[src/logic/ppfm_pkg.sv]
`default_nettype none

package ppfm_pkg;

    // ---------------------------------------------------------------
    // Port widths
    // ---------------------------------------------------------------
    localparam int B_WIDTH = 8;
    localparam int C_WIDTH = 8;
    localparam int D_WIDTH = 3;

    // ---------------------------------------------------------------
    // Fixed pin positions of the dedicated functions
    // ---------------------------------------------------------------
    localparam int PC_TMS_POS = 0;
    localparam int PC_TCK_POS = 1;
    localparam int PC_STAT_POS = 3;
    localparam int PC_ERR_POS = 4;
    localparam int PC_TDI_POS = 5;
    localparam int PC_TDO_POS = 6;
    localparam int PD_CLK_POS = 1;
    localparam int PD_CSI_POS = 2;
    // Port B pins with slew control are 0..3, open-drain capable 3..7
    localparam int PB_SLEW_HI = 3;
    localparam int PB_OD_LO = 3;

    // ---------------------------------------------------------------
    // Reset values of configuration registers
    // ---------------------------------------------------------------
    localparam logic [1:0] PIN_FUNC_RST = 2'h0;
    localparam logic DATA_RST = 1'b0;
    localparam logic DIR_RST = 1'b0;
    localparam logic OD_RST = 1'b0;
    localparam logic SLEW_RST = 1'b0;

    // Per-pin function selection
    typedef enum logic [1:0] {
        PPFM_FN_GPIO = 2'h0,
        PPFM_FN_PLD_OUT = 2'h1,
        PPFM_FN_PLD_IN = 2'h2,
        PPFM_FN_SPECIAL = 2'h3
    } ppfm_func_t;

    // Resolved drive of one pin
    typedef struct packed {
        logic out;
        logic oe_n;
    } ppfm_drive_t;

    // Per-pin runtime I/O control
    typedef struct packed {
        logic data;
        logic dir;
        logic od;
    } ppfm_gpio_t;

endpackage : ppfm_pkg

`default_nettype wire

[src/logic/ppfm_pin_cell.sv]
`default_nettype none

// Resolves one pin: picks its source, applies open drain, tri-states when idle
module ppfm_pin_cell (
    // Selected function and sources
    input wire ppfm_pkg::ppfm_func_t func_i,
    input wire ppfm_pkg::ppfm_gpio_t gpio_i,
    input wire logic pld_val_i,
    input wire logic pld_oe_i,
    input wire logic spc_val_i,
    input wire logic spc_oe_i,
    // Resolved drive
    output ppfm_pkg::ppfm_drive_t drive_o
);

    // Pin source selection, one function at a time
    always_comb begin
        logic val;
        logic en;
        val = 1'b0;
        en = 1'b0;
        case (func_i)
            ppfm_pkg::PPFM_FN_GPIO: begin
                val = gpio_i.data;
                en = gpio_i.dir;
            end
            ppfm_pkg::PPFM_FN_PLD_OUT: begin
                val = pld_val_i;
                en = pld_oe_i;
            end
            ppfm_pkg::PPFM_FN_SPECIAL: begin
                val = spc_val_i;
                en = spc_oe_i;
            end
            default: begin
                val = 1'b0;
                en = 1'b0;
            end
        endcase
        if (gpio_i.od && val) begin
            en = 1'b0;
        end
        drive_o.out = val;
        drive_o.oe_n = ~en;
    end

endmodule // ppfm_pin_cell

`default_nettype wire

[src/logic/ppfm_top.sv]
// Notes on behaviour
// - Host reads and drives every port pin at runtime as general I/O.
// - Port B shows either macrocell group; port C only group two.
// - B and C pins feed input macrocells; D pins go straight to logic.
// - Port C bits 0,1,5,6 optionally carry test mode, clock, data in, out.
// - Port C bits 3,4 optionally carry test-port status and error.
// - Port C bit 3 optionally shows flash ready/busy for polling or interrupt.
// - Port C general I/O pins individually switch push-pull or open drain.
// - Port B 0-3 choose slew rate; bits 3-7 choose open drain.
// - Test-port functions share pins with other I/O when not selected.
// - Port D pins output chip-select terms without using a macrocell.
// - Port D bit 1 optionally feeds a common logic clock.
// - Port D bit 2 optionally is active-low flash select; high disables flash.
`default_nettype none

module ppfm_top #(
    parameter int B_PINS = ppfm_pkg::B_WIDTH,
    parameter int C_PINS = ppfm_pkg::C_WIDTH,
    parameter int D_PINS = ppfm_pkg::D_WIDTH
) (
    // Clock and reset
    input wire logic ref_clk_i,
    input wire logic rst_b_i,
    // Pin function selection
    input wire ppfm_pkg::ppfm_func_t b_func_i [B_PINS],
    input wire ppfm_pkg::ppfm_func_t c_func_i [C_PINS],
    input wire ppfm_pkg::ppfm_func_t d_func_i [D_PINS],
    input wire logic [B_PINS-1:0] b_group_sel_i,
    input wire logic test_port_en_i,
    input wire logic test_port_ext_en_i,
    input wire logic ready_busy_en_i,
    input wire logic logic_clk_en_i,
    input wire logic flash_cs_en_i,
    // Host runtime I/O writes
    input wire logic [B_PINS-1:0] b_data_i,
    input wire logic [B_PINS-1:0] b_dir_i,
    input wire logic [B_PINS-1:0] b_od_i,
    input wire logic [B_PINS-1:0] b_fast_i,
    input wire logic [C_PINS-1:0] c_data_i,
    input wire logic [C_PINS-1:0] c_dir_i,
    input wire logic [C_PINS-1:0] c_od_i,
    input wire logic [D_PINS-1:0] d_data_i,
    input wire logic [D_PINS-1:0] d_dir_i,
    // Programmable logic sources
    input wire logic [B_PINS-1:0] macrocell_group_one_i,
    input wire logic [B_PINS-1:0] macrocell_group_one_oe_i,
    input wire logic [C_PINS-1:0] macrocell_group_two_i,
    input wire logic [C_PINS-1:0] macrocell_group_two_oe_i,
    input wire logic [D_PINS-1:0] ext_cs_term_i,
    input wire logic [D_PINS-1:0] ext_cs_oe_i,
    // Test port and flash status sources
    input wire logic test_data_out_i,
    input wire logic test_data_out_oe_i,
    input wire logic test_port_status_i,
    input wire logic test_port_error_i,
    input wire logic flash_busy_i,
    // Pin pads
    input wire logic [B_PINS-1:0] second_port_pins_i,
    output logic [B_PINS-1:0] second_port_pins_o,
    output logic [B_PINS-1:0] second_port_pins_oe_n_o,
    output logic [B_PINS-1:0] second_port_fast_o,
    input wire logic [C_PINS-1:0] third_port_pins_i,
    output logic [C_PINS-1:0] third_port_pins_o,
    output logic [C_PINS-1:0] third_port_pins_oe_n_o,
    input wire logic [D_PINS-1:0] fourth_port_pins_i,
    output logic [D_PINS-1:0] fourth_port_pins_o,
    output logic [D_PINS-1:0] fourth_port_pins_oe_n_o,
    // Readback and logic-side inputs
    output logic [B_PINS-1:0] b_read_o,
    output logic [C_PINS-1:0] c_read_o,
    output logic [D_PINS-1:0] d_read_o,
    output logic [B_PINS-1:0] b_input_mcell_o,
    output logic [C_PINS-1:0] c_input_mcell_o,
    output logic [D_PINS-1:0] d_logic_in_o,
    // Dedicated function inputs
    output logic test_mode_sel_o,
    output logic test_clk_o,
    output logic test_data_in_o,
    output logic logic_clock_input_o,
    output logic flash_cs_n_o,
    output logic flash_enable_o
);

    // ---------------------------------------------------------------
    // Elaboration checks
    // ---------------------------------------------------------------
    if (B_PINS != ppfm_pkg::B_WIDTH || C_PINS != ppfm_pkg::C_WIDTH ||
        D_PINS != ppfm_pkg::D_WIDTH) begin : g_bad_width
        $error("Port widths are fixed by the dedicated pin positions");
    end

    // Is a port C pin taken by a dedicated function
    function automatic logic c_special(input int pos, input logic tp, input logic ext,
                                       input logic rb);
        logic r;
        r = 1'b0;
        if (tp && (pos == ppfm_pkg::PC_TMS_POS || pos == ppfm_pkg::PC_TCK_POS ||
                   pos == ppfm_pkg::PC_TDI_POS || pos == ppfm_pkg::PC_TDO_POS)) begin
            r = 1'b1;
        end
        if ((ext || rb) && pos == ppfm_pkg::PC_STAT_POS) begin
            r = 1'b1;
        end
        if (ext && pos == ppfm_pkg::PC_ERR_POS) begin
            r = 1'b1;
        end
        return r;
    endfunction

    // ---------------------------------------------------------------
    // Combinational pin resolution
    // ---------------------------------------------------------------
    ppfm_pkg::ppfm_drive_t b_drv [B_PINS];
    ppfm_pkg::ppfm_drive_t c_drv [C_PINS];
    ppfm_pkg::ppfm_drive_t d_drv [D_PINS];

    // Port B cells
    for (genvar i = 0; i < B_PINS; i++) begin : g_b
        ppfm_pkg::ppfm_gpio_t g;
        logic mval;
        logic moe;
        assign g.data = b_data_i[i];
        assign g.dir = b_dir_i[i];
        // open drain only on upper bits
        assign g.od = (i >= ppfm_pkg::PB_OD_LO) ? b_od_i[i] : 1'b0;
        assign mval = b_group_sel_i[i] ? macrocell_group_two_i[i] : macrocell_group_one_i[i];
        assign moe = b_group_sel_i[i] ? macrocell_group_two_oe_i[i]
                                      : macrocell_group_one_oe_i[i];
        ppfm_pin_cell u_cell (
            .func_i(b_func_i[i]),
            .gpio_i(g),
            .pld_val_i(mval),
            .pld_oe_i(moe),
            .spc_val_i(1'b0),
            .spc_oe_i(1'b0),
            .drive_o(b_drv[i])
        );
    end

    // Port C cells
    for (genvar i = 0; i < C_PINS; i++) begin : g_c
        ppfm_pkg::ppfm_gpio_t g;
        logic spc;
        logic sval;
        logic soe;
        ppfm_pkg::ppfm_func_t fn;
        // dedicated functions override only while enabled
        assign spc = c_special(i, test_port_en_i, test_port_ext_en_i, ready_busy_en_i);
        assign fn = spc ? ppfm_pkg::PPFM_FN_SPECIAL
                        : (c_func_i[i] == ppfm_pkg::PPFM_FN_SPECIAL ? ppfm_pkg::PPFM_FN_PLD_IN
                                                                 : c_func_i[i]);
        assign g.data = c_data_i[i];
        assign g.dir = c_dir_i[i];
        // per-pin open drain in general I/O only
        assign g.od = (fn == ppfm_pkg::PPFM_FN_GPIO) ? c_od_i[i] : 1'b0;
        always_comb begin
            sval = 1'b0;
            soe = 1'b0;
            if (i == ppfm_pkg::PC_TDO_POS) begin
                sval = test_data_out_i;
                soe = test_data_out_oe_i;
            end else if (i == ppfm_pkg::PC_STAT_POS) begin
                // status, or ready/busy low while busy
                sval = test_port_ext_en_i ? test_port_status_i : ~flash_busy_i;
                soe = 1'b1;
            end else if (i == ppfm_pkg::PC_ERR_POS) begin
                sval = test_port_error_i;
                soe = 1'b1;
            end
        end
        ppfm_pin_cell u_cell (
            .func_i(fn),
            .gpio_i(g),
            .pld_val_i(macrocell_group_two_i[i]),
            .pld_oe_i(macrocell_group_two_oe_i[i]),
            .spc_val_i(sval),
            .spc_oe_i(soe),
            .drive_o(c_drv[i])
        );
    end

    // Port D cells
    for (genvar i = 0; i < D_PINS; i++) begin : g_d
        ppfm_pkg::ppfm_gpio_t g;
        logic in_only;
        ppfm_pkg::ppfm_func_t fn;
        assign in_only = (i == ppfm_pkg::PD_CLK_POS && logic_clk_en_i) ||
                         (i == ppfm_pkg::PD_CSI_POS && flash_cs_en_i);
        assign fn = in_only ? ppfm_pkg::PPFM_FN_PLD_IN
                            : (d_func_i[i] == ppfm_pkg::PPFM_FN_SPECIAL
                               ? ppfm_pkg::PPFM_FN_PLD_IN : d_func_i[i]);
        assign g.data = d_data_i[i];
        assign g.dir = d_dir_i[i];
        assign g.od = 1'b0;
        ppfm_pin_cell u_cell (
            .func_i(fn),
            .gpio_i(g),
            .pld_val_i(ext_cs_term_i[i]),
            .pld_oe_i(ext_cs_oe_i[i]),
            .spc_val_i(1'b0),
            .spc_oe_i(1'b0),
            .drive_o(d_drv[i])
        );
    end

    // ---------------------------------------------------------------
    // Registered outputs
    // ---------------------------------------------------------------
    logic [B_PINS-1:0] b_out_next, b_oen_next, b_fast_next;
    logic [C_PINS-1:0] c_out_next, c_oen_next;
    logic [D_PINS-1:0] d_out_next, d_oen_next;
    logic [B_PINS-1:0] b_out_reg, b_oen_reg, b_fast_reg, b_rd_reg;
    logic [C_PINS-1:0] c_out_reg, c_oen_reg, c_rd_reg;
    logic [D_PINS-1:0] d_out_reg, d_oen_reg, d_rd_reg;
    logic [2:0] tp_reg, tp_next;
    logic clk_reg, clk_next, csn_reg, csn_next, fen_reg, fen_next;

    // Next values of all pin drives and dedicated inputs
    always_comb begin
        for (int i = 0; i < B_PINS; i++) begin
            b_out_next[i] = b_drv[i].out;
            b_oen_next[i] = b_drv[i].oe_n;
            b_fast_next[i] = (i <= ppfm_pkg::PB_SLEW_HI) ? b_fast_i[i] : ppfm_pkg::SLEW_RST;
        end
        for (int i = 0; i < C_PINS; i++) begin
            c_out_next[i] = c_drv[i].out;
            c_oen_next[i] = c_drv[i].oe_n;
        end
        for (int i = 0; i < D_PINS; i++) begin
            d_out_next[i] = d_drv[i].out;
            d_oen_next[i] = d_drv[i].oe_n;
        end
        // test-port inputs, idle low when unselected
        tp_next = test_port_en_i ? {third_port_pins_i[ppfm_pkg::PC_TDI_POS],
                                    third_port_pins_i[ppfm_pkg::PC_TCK_POS],
                                    third_port_pins_i[ppfm_pkg::PC_TMS_POS]} : 3'h0;
        clk_next = logic_clk_en_i & fourth_port_pins_i[ppfm_pkg::PD_CLK_POS];
        // flash disabled while select is high
        csn_next = flash_cs_en_i ? fourth_port_pins_i[ppfm_pkg::PD_CSI_POS] : 1'b0;
        fen_next = ~csn_next;
    end

    // Register stage; pins float during reset
    always_ff @(posedge ref_clk_i or negedge rst_b_i) begin
        if (!rst_b_i) begin
            b_out_reg <= '0;
            b_oen_reg <= '1;
            b_fast_reg <= '0;
            b_rd_reg <= '0;
            c_out_reg <= '0;
            c_oen_reg <= '1;
            c_rd_reg <= '0;
            d_out_reg <= '0;
            d_oen_reg <= '1;
            d_rd_reg <= '0;
            tp_reg <= 3'h0;
            clk_reg <= 1'b0;
            csn_reg <= 1'b1;
            fen_reg <= 1'b0;
        end else begin
            b_out_reg <= b_out_next;
            b_oen_reg <= b_oen_next;
            b_fast_reg <= b_fast_next;
            // host samples pins; same values feed logic inputs
            b_rd_reg <= second_port_pins_i;
            c_rd_reg <= third_port_pins_i;
            d_rd_reg <= fourth_port_pins_i;
            c_out_reg <= c_out_next;
            c_oen_reg <= c_oen_next;
            d_out_reg <= d_out_next;
            d_oen_reg <= d_oen_next;
            tp_reg <= tp_next;
            clk_reg <= clk_next;
            csn_reg <= csn_next;
            fen_reg <= fen_next;
        end
    end

    // Output wiring straight from flip-flops
    assign second_port_pins_o = b_out_reg;
    assign second_port_pins_oe_n_o = b_oen_reg;
    assign second_port_fast_o = b_fast_reg;
    assign third_port_pins_o = c_out_reg;
    assign third_port_pins_oe_n_o = c_oen_reg;
    assign fourth_port_pins_o = d_out_reg;
    assign fourth_port_pins_oe_n_o = d_oen_reg;
    assign b_read_o = b_rd_reg;
    assign c_read_o = c_rd_reg;
    assign d_read_o = d_rd_reg;
    // input macrocells for B and C, direct path for D
    assign b_input_mcell_o = b_rd_reg;
    assign c_input_mcell_o = c_rd_reg;
    assign d_logic_in_o = d_rd_reg;
    assign test_mode_sel_o = tp_reg[0];
    assign test_clk_o = tp_reg[1];
    assign test_data_in_o = tp_reg[2];
    assign logic_clock_input_o = clk_reg;
    assign flash_cs_n_o = csn_reg;
    assign flash_enable_o = fen_reg;

endmodule // ppfm_top

`default_nettype wire

[config.mk]
export PLATFORM = sky130hd
export DESIGN_NAME = ppfm_top
export DESIGN_NICKNAME = d
export VERILOG_FILES = /design/src/logic/ppfm_pkg.sv /design/src/logic/ppfm_pin_cell.sv /design/src/logic/ppfm_top.sv
export SDC_FILE = /design/constraint.sdc
export NUM_CORES = 1
export LEC_CHECK = 0
export BUFFER_PORTS_ARGS = -buffer_cell sky130_fd_sc_hd__buf_4
export CORE_MARGIN = 4
export CORE_UTILIZATION = 38
export CTS_BUF_LIST = sky130_fd_sc_hd__clkbuf_8
export CTS_CLUSTER_SIZE = 24
export DETAILED_ROUTE_END_ITERATION = 7
export PLACE_DENSITY_LB_ADDON = 0.08
export SYNTH_ARGS = -nofsm -noshare
export SYNTH_HDL_FRONTEND = slang
export SYNTH_HIERARCHICAL = 1
export SYNTH_SLANG_ARGS = --single-unit
[constraint.sdc]
create_clock -name ref_clk_i -period 0.8 [get_ports ref_clk_i]
set_input_delay 0.16 -clock ref_clk_i [delete_from_list [all_inputs] [get_ports ref_clk_i]]
set_output_delay 0.16 -clock ref_clk_i [all_outputs]
set_load 0.1 [all_outputs]
==> results.json, run 1 <==
{
  "yosysWarnings": 6,
  "synth-main-ff-cell": "dfrtp_1",
  "wl_per_cell_um": 17.9,
  "layout-drive-gt1-share_pct": 67.0,
  "start_kind": "flop",
  "grt_overflow": 0,
  "critical_path_arrival_ps": 1140,
  "crit_chain": "buf_12",
  "syn_inst": 327,
  "ctsLongestPathBuffers": 2,
  "vias": 3912,
  "cp_slowest_stage_delay_ps": 630,
  "fin_crit_sh_pct": 163,
  "seqCellArea_mm2": 0.00195,
  "cts_num_sinks": 67,
  "cp.buffers_inverters": 1,
  "die_h_um": 106,
  "avgViaCountPerCell": 4.68,
  "clk_pin_slew_ps": 80,
  "antenna_found_initial": 0,
  "syn_area_per_cell_um2": 11.1,
  "dr.first_iter.drc_count": 72,
  "peakVddDrop_mv": 0.770,
  "cts_hold_buf": 26,
  "maxCapViolations": 0,
  "max_freq_mhz": 766,
  "ant_nets": 0,
  "wl_met3_mm": 1.20,
  "synth-edff-count": 0,
  "worstSetupEndpointType": "output pin",
  "grt_pass1_vias": 4442,
  "rsz0062_at_grt": "true",
  "ys_seq_area_share_pct": 46.8,
  "track_usage_pct": 26.6,
  "cts-root-buf": "clkbuf_8",
  "violations": "negative setup slack",
  "hold_class": "in -> reg",
  "core-area_mm2": 0.00928,
  "finalSetupViolCount": 92,
  "synth-async-reset-ratio_pct": 100,
  "boundaryPins": 267,
  "wl_mm": 14.9,
  "grt_max_degree": 31,
  "hpwl_mm": 9.85,
  "setup_tns_ps": -34600,
  "syn_area_mm2": 0.00364,
  "diodes": 0,
  "multi_input_area_mm2": 0.00210,
  "route.met2.wl_mm": 8.55,
  "drv_slew": 0,
  "tritoncts": "built",
  "wirelength_met1_mm": 4.66,
  "fillers": 427,
  "crit_family": "flip-flops",
  "top_layer": "met4",
  "layout_setup_ws_ps": -505,
  "power_density_mw_per_mm2": 1530,
  "cts-buffers-inserted": 9,
  "drc": 0,
  "period_minus_slack_ps": 1300,
  "criticalPathCategory": "reg -> out",
  "grt_pass1_wl_mm": 23.0,
  "cp.required_ps": 640,
  "power_leakage_nw": 3.78,
  "status": "finished with violations",
  "ys_ff_latch": 67,
  "fin_nets": 879,
  "cpMaxStageDelayCell": "dfstp_4",
  "num_rows": 35,
  "hold_violations": 0,
  "port_buffers": 255,
  "area_growth_pct": 125,
  "timing.hold.ws_ps": 18.5,
  "start_util_pct": 39.2,
  "gp_congestion": 0.807,
  "path_max_fanout": 1,
  "firstDrtPassIters": 4,
  "die_x_um": 106,
  "synth.distinct_cells": 24,
  "ctsHtreeMaxLevel": 3,
  "die_area_mm2": 0.0112
}
## placed cells by master (no fill, tap or decap)
cell           count
a21o_1             3
a21o_4             2
and2_1             4
and4_2            16
and4_4             3
buf_12            89
buf_4            203
buf_6              8
bufbuf_16          1
clkbuf_8          13
clkinv_2           1
conb_1            66
dfrtp_4           47
dfstp_2            1
dfstp_4           19
dlygate4sd3_1     26
inv_1             28
inv_2              2
mux2_2             8
mux2_4             8
mux2i_1           25
mux2i_2           12
mux2i_4            1
nand2_1           21
nand3_1           19
nor2_1            19
nor2_4             3
nor2b_4            3
nor3b_1            2
nor3b_2            2
nor3b_4            4
o21ai_0            3
o21ai_1           17
o21ai_4            1
o32ai_2           19
or2_4              7
or3_4              1
## power by group
| group | leakage [nW] | switching, mW | internal [mW] | total (mW) |
|---|---|---|---|---|
| sequential | 0.731 | 0.266 | 3.85 | 4.11 |
| combinational | 2.94 | 3.30 | 2.39 | 5.69 |
| clock | 0.108 | 1.28 | 1.44 | 2.72 |
| total | 3.78 | 4.85 | 7.68 | 12.5 |
## final timing paths
kind	startpoint	endpoint	slack, ps	cells after the start
max	third_port_pins_oe_n_o[5]	third_port_pins_oe_n_o[5]	-500	1
min in group asynchronous	rst_b_i	fourth_port_pins_o[1]	230	2
max in group asynchronous	rst_b_i	fourth_port_pins_oe_n_o[2]	70	3
min	b_func_i[5]	second_port_pins_oe_n_o[5]	20	2
## cells in the mapped netlist, drive strengths merged, types with 16 or more instances
cell type,number,area (um^2)
dfrtp,47,1180
mux2i,38,380
inv,28,105
buf,24,184
nor2,22,82.6
nand2,21,78.8
o21ai,21,105
dfstp,20,526
and4,19,190
nand3,19,95.1
o32ai,19,309
mux2,16,180
## stage by stage
| step | cell area [um^2] | std cells | utilization, % | worst slack (ps) | power (mW) |
|---|---|---|---|---|---|
| 2_1_floorplan | 4500 | 391 | - | -319 | 7.28 |
| 3_3_place_gp | 6480 | 788 | 69.8 | -460 | 8.56 |
| 3_5_place_dp | 6480 | 788 | 69.8 | -519 | 8.62 |
| 4_1_cts | 8100 | 833 | 87.3 | -520 | 12.4 |
| 5_1_grt | 8200 | 836 | 88.3 | -544 | 13.0 |
| 6_report | 8200 | 836 | 88.3 | -505 | 12.5 |
## per-layer routing
metal	global-route usage, %	up-vias
met2	52.4	185
li1	-	1819
met3	8.21	35
met4	11.7	0
met1	24.7	1873
met5	0	-
## kinds of logic after synthesis
| family | Yosys count | synth area share, % |
|---|---|---|
| AOI/OAI and AO/OA | 45 | 12.4 |
| DFF | 67 | 46.8 |
| other | 2 | 0.206 |
| buffers and inverters | 55 | 8.25 |
| muxes | 54 | 15.4 |
| and+or+nand+nor | 104 | 16.9 |
## cell type report
| class | instances | area share [%] |
|---|---|---|
| Timing Repair Buffer | 327 | 45.0 |
| Multi-Input combinational cell | 269 | 25.6 |
| Sequential cell | 67 | 23.8 |
| Clock buffer | 13 | 2.18 |
| Tap cell | 129 | 1.97 |
| Inverter | 28 | 1.28 |
| Clock inverter | 3 | 0.153 |
## what timing repair did
item / CTS / global route
gates resized for setup: 271 / 16
setup buffers: 3 / 3
setup endpoints to repair: 94 / 99
endpoints found under the hold margin: 76 / 1
cloned: 1 / 0
pin swaps: 14 / 12
Note: power is estimated with default switching activity, not from simulation.
==> run 2, diff against run 1 <==
Settings changed: CELL_PAD_IN_SITES_DETAIL_PLACEMENT set to 0, CELL_PAD_IN_SITES_GLOBAL_PLACEMENT set to 1, CORE_MARGIN 4 to 1, CORE_UTILIZATION 38 to 27.
==> run 2 against run 1 <==
Net effect: the flow still finishes with violations (negative setup slack); global-route usage decreased by 8.5 points; first-iteration DRC count up 40%; clock-buffer cell count down 3; maximum frequency fell by 1.1%; combinational power fell by 1%; hold slack about the same; critical path depth did not move; largest cell class unchanged.
==> results.json, run 2 (same netlist as run 1, synthesis figures left out) <==
{
  "crit_start": "second_port_pins_oe_n_o[1]",
  "avgViaCountPerCell": 4.18,
  "crit_cells": 1,
  "wl_mm": 12.3,
  "clk_pin_slew_ps": 80,
  "num_rows": 42,
  "switching_share_pct": 36.4,
  "worstSetupEndpointType": "output pin",
  "design_area_mm2": 0.00833,
  "core-area_mm2": 0.0132,
  "drc": 0,
  "comb_power_share_pct": 42.6,
  "status": "finished with violations",
  "cp.required_ps": 640,
  "fin_crit_sh_pct": 165,
  "setup_tns_ps": -35060,
  "intPower_mw": 8.38,
  "start_kind": "flop",
  "crit_chain": "buf_12",
  "finalPower_mw": 13.2,
  "area_growth_pct": 129,
  "timing.hold.ws_ps": 18.6,
  "dp_cells": 837,
  "ant_nets": 0,
  "mostFrequentLayoutCell": "buf_4",
  "power_leakage_nw": 3.80,
  "die_x_um": 118,
  "cts_num_sinks": 67,
  "antenna_found_initial": 0,
  "pwr-share-clk_pct": 26.2,
  "ctsLongestPathBuffers": 2,
  "finalSetupViolCount": 88,
  "pwr-share-seq_pct": 31.2,
  "ctsHtreeMaxLevel": 3,
  "firstDrtPassIters": 4,
  "layout_setup_ws_ps": -519,
  "cts-root-buf": "clkbuf_8",
  "p_sw_mw": 4.79,
  "path_max_fanout": 1,
  "fillers": 1090,
  "maxCapViolations": 0,
  "grt_overflow": 0,
  "place_ws_ps": -475,
  "placed_area_mm2": 0.00657,
  "port_buffers": 255,
  "criticalPathCategory": "reg -> out",
  "boundaryPins": 267,
  "critical_path_arrival_ps": 1160,
  "final_cell_mix": "buf_4, buf_12, conb_1",
  "fin_nets": 883,
  "period_minus_slack_ps": 1320,
  "gp_congestion": 0.804,
  "layout-drive-gt1-share_pct": 66.5,
  "vias": 3711,
  "crit_family": "flip-flops",
  "hpwl_mm": 9.40,
  "hold_start": "b_func_i[3]",
  "grt_pass1_wl_mm": 19.6,
  "die_area_mm2": 0.0139,
  "start_util_pct": 27.6,
  "hold_violations": 0,
  "fin_util_pct": 63.2,
  "power_density_mw_per_mm2": 1580,
  "dr.first_iter.drc_count": 101,
  "max_freq_mhz": 758,
  "cp.buffers_inverters": 1,
  "hold_class": "in -> reg",
  "drv_slew": 0,
  "grt_max_degree": 20,
  "tritoncts": "built",
  "cts-buffers-inserted": 9,
  "fin_cells": 887,
  "grt_pass1_vias": 4109,
  "worstSetupEndpoint": "second_port_pins_oe_n_o[1]",
  "cp_slowest_stage_delay_ps": 640,
  "diodes": 0,
  "cpMaxStageDelayCell": "dfstp_4",
  "die_h_um": 118,
  "wl_per_cell_um": 13.9,
  "track_usage_pct": 18.1,
  "rsz0062_at_grt": "true",
  "peakVddDrop_mv": 0.734,
  "violations": "negative setup slack"
}
## run 2: worst min path at each step
stage | endpoint | slack, ps | cells after the start
after floorplan | b_input_mcell_o[0] | -140 | 0
after global placement | second_port_pins_o[6] | 60 | 1
after detailed placement | second_port_pins_o[6] | 70 | 1
after CTS | second_port_pins_oe_n_o[6] | -0.8 | 2
after global routing | second_port_pins_oe_n_o[3] | 10 | 2
final | second_port_pins_oe_n_o[6] | 20 | 2
## run 2: cell type report
type,count,area (um^2),area share [%]
multi-input cells,269,2100,25.2
well taps,176,220,2.64
clock inverters,6,105,1.26
repair buffers,331,3720,44.6
inverters,28,105,1.26
clock buffers,10,138,1.65
flip-flops and latches,67,1950,23.4
## run 2: what timing repair did
action | in CTS | in global routing
pin swaps | 6 | 14
endpoints found under the setup margin | 89 | 100
hold buffers | 30 | 1
endpoints found under the hold margin | 83 | 2
gates resized for setup | 260 | 22
setup buffers | 1 | 3
## run 2: power groups by stage
stage               sequential [mW]  combinational (mW)  clock [mW]
detailed placement             4.00                4.65           0
finish                         4.11                5.61        3.45
floorplan                      5.88                1.40           0
CTS                            4.10                5.54        3.58
global route                   4.13                5.84        3.74
global placement               3.99                4.62           0
## run 2: routing by layer
metal,GRT usage [%],share of wire [%]
met1,17.9,35
met2,34.0,55
met3,5.62,7.7
met4,8.49,2.7
met5,0,0
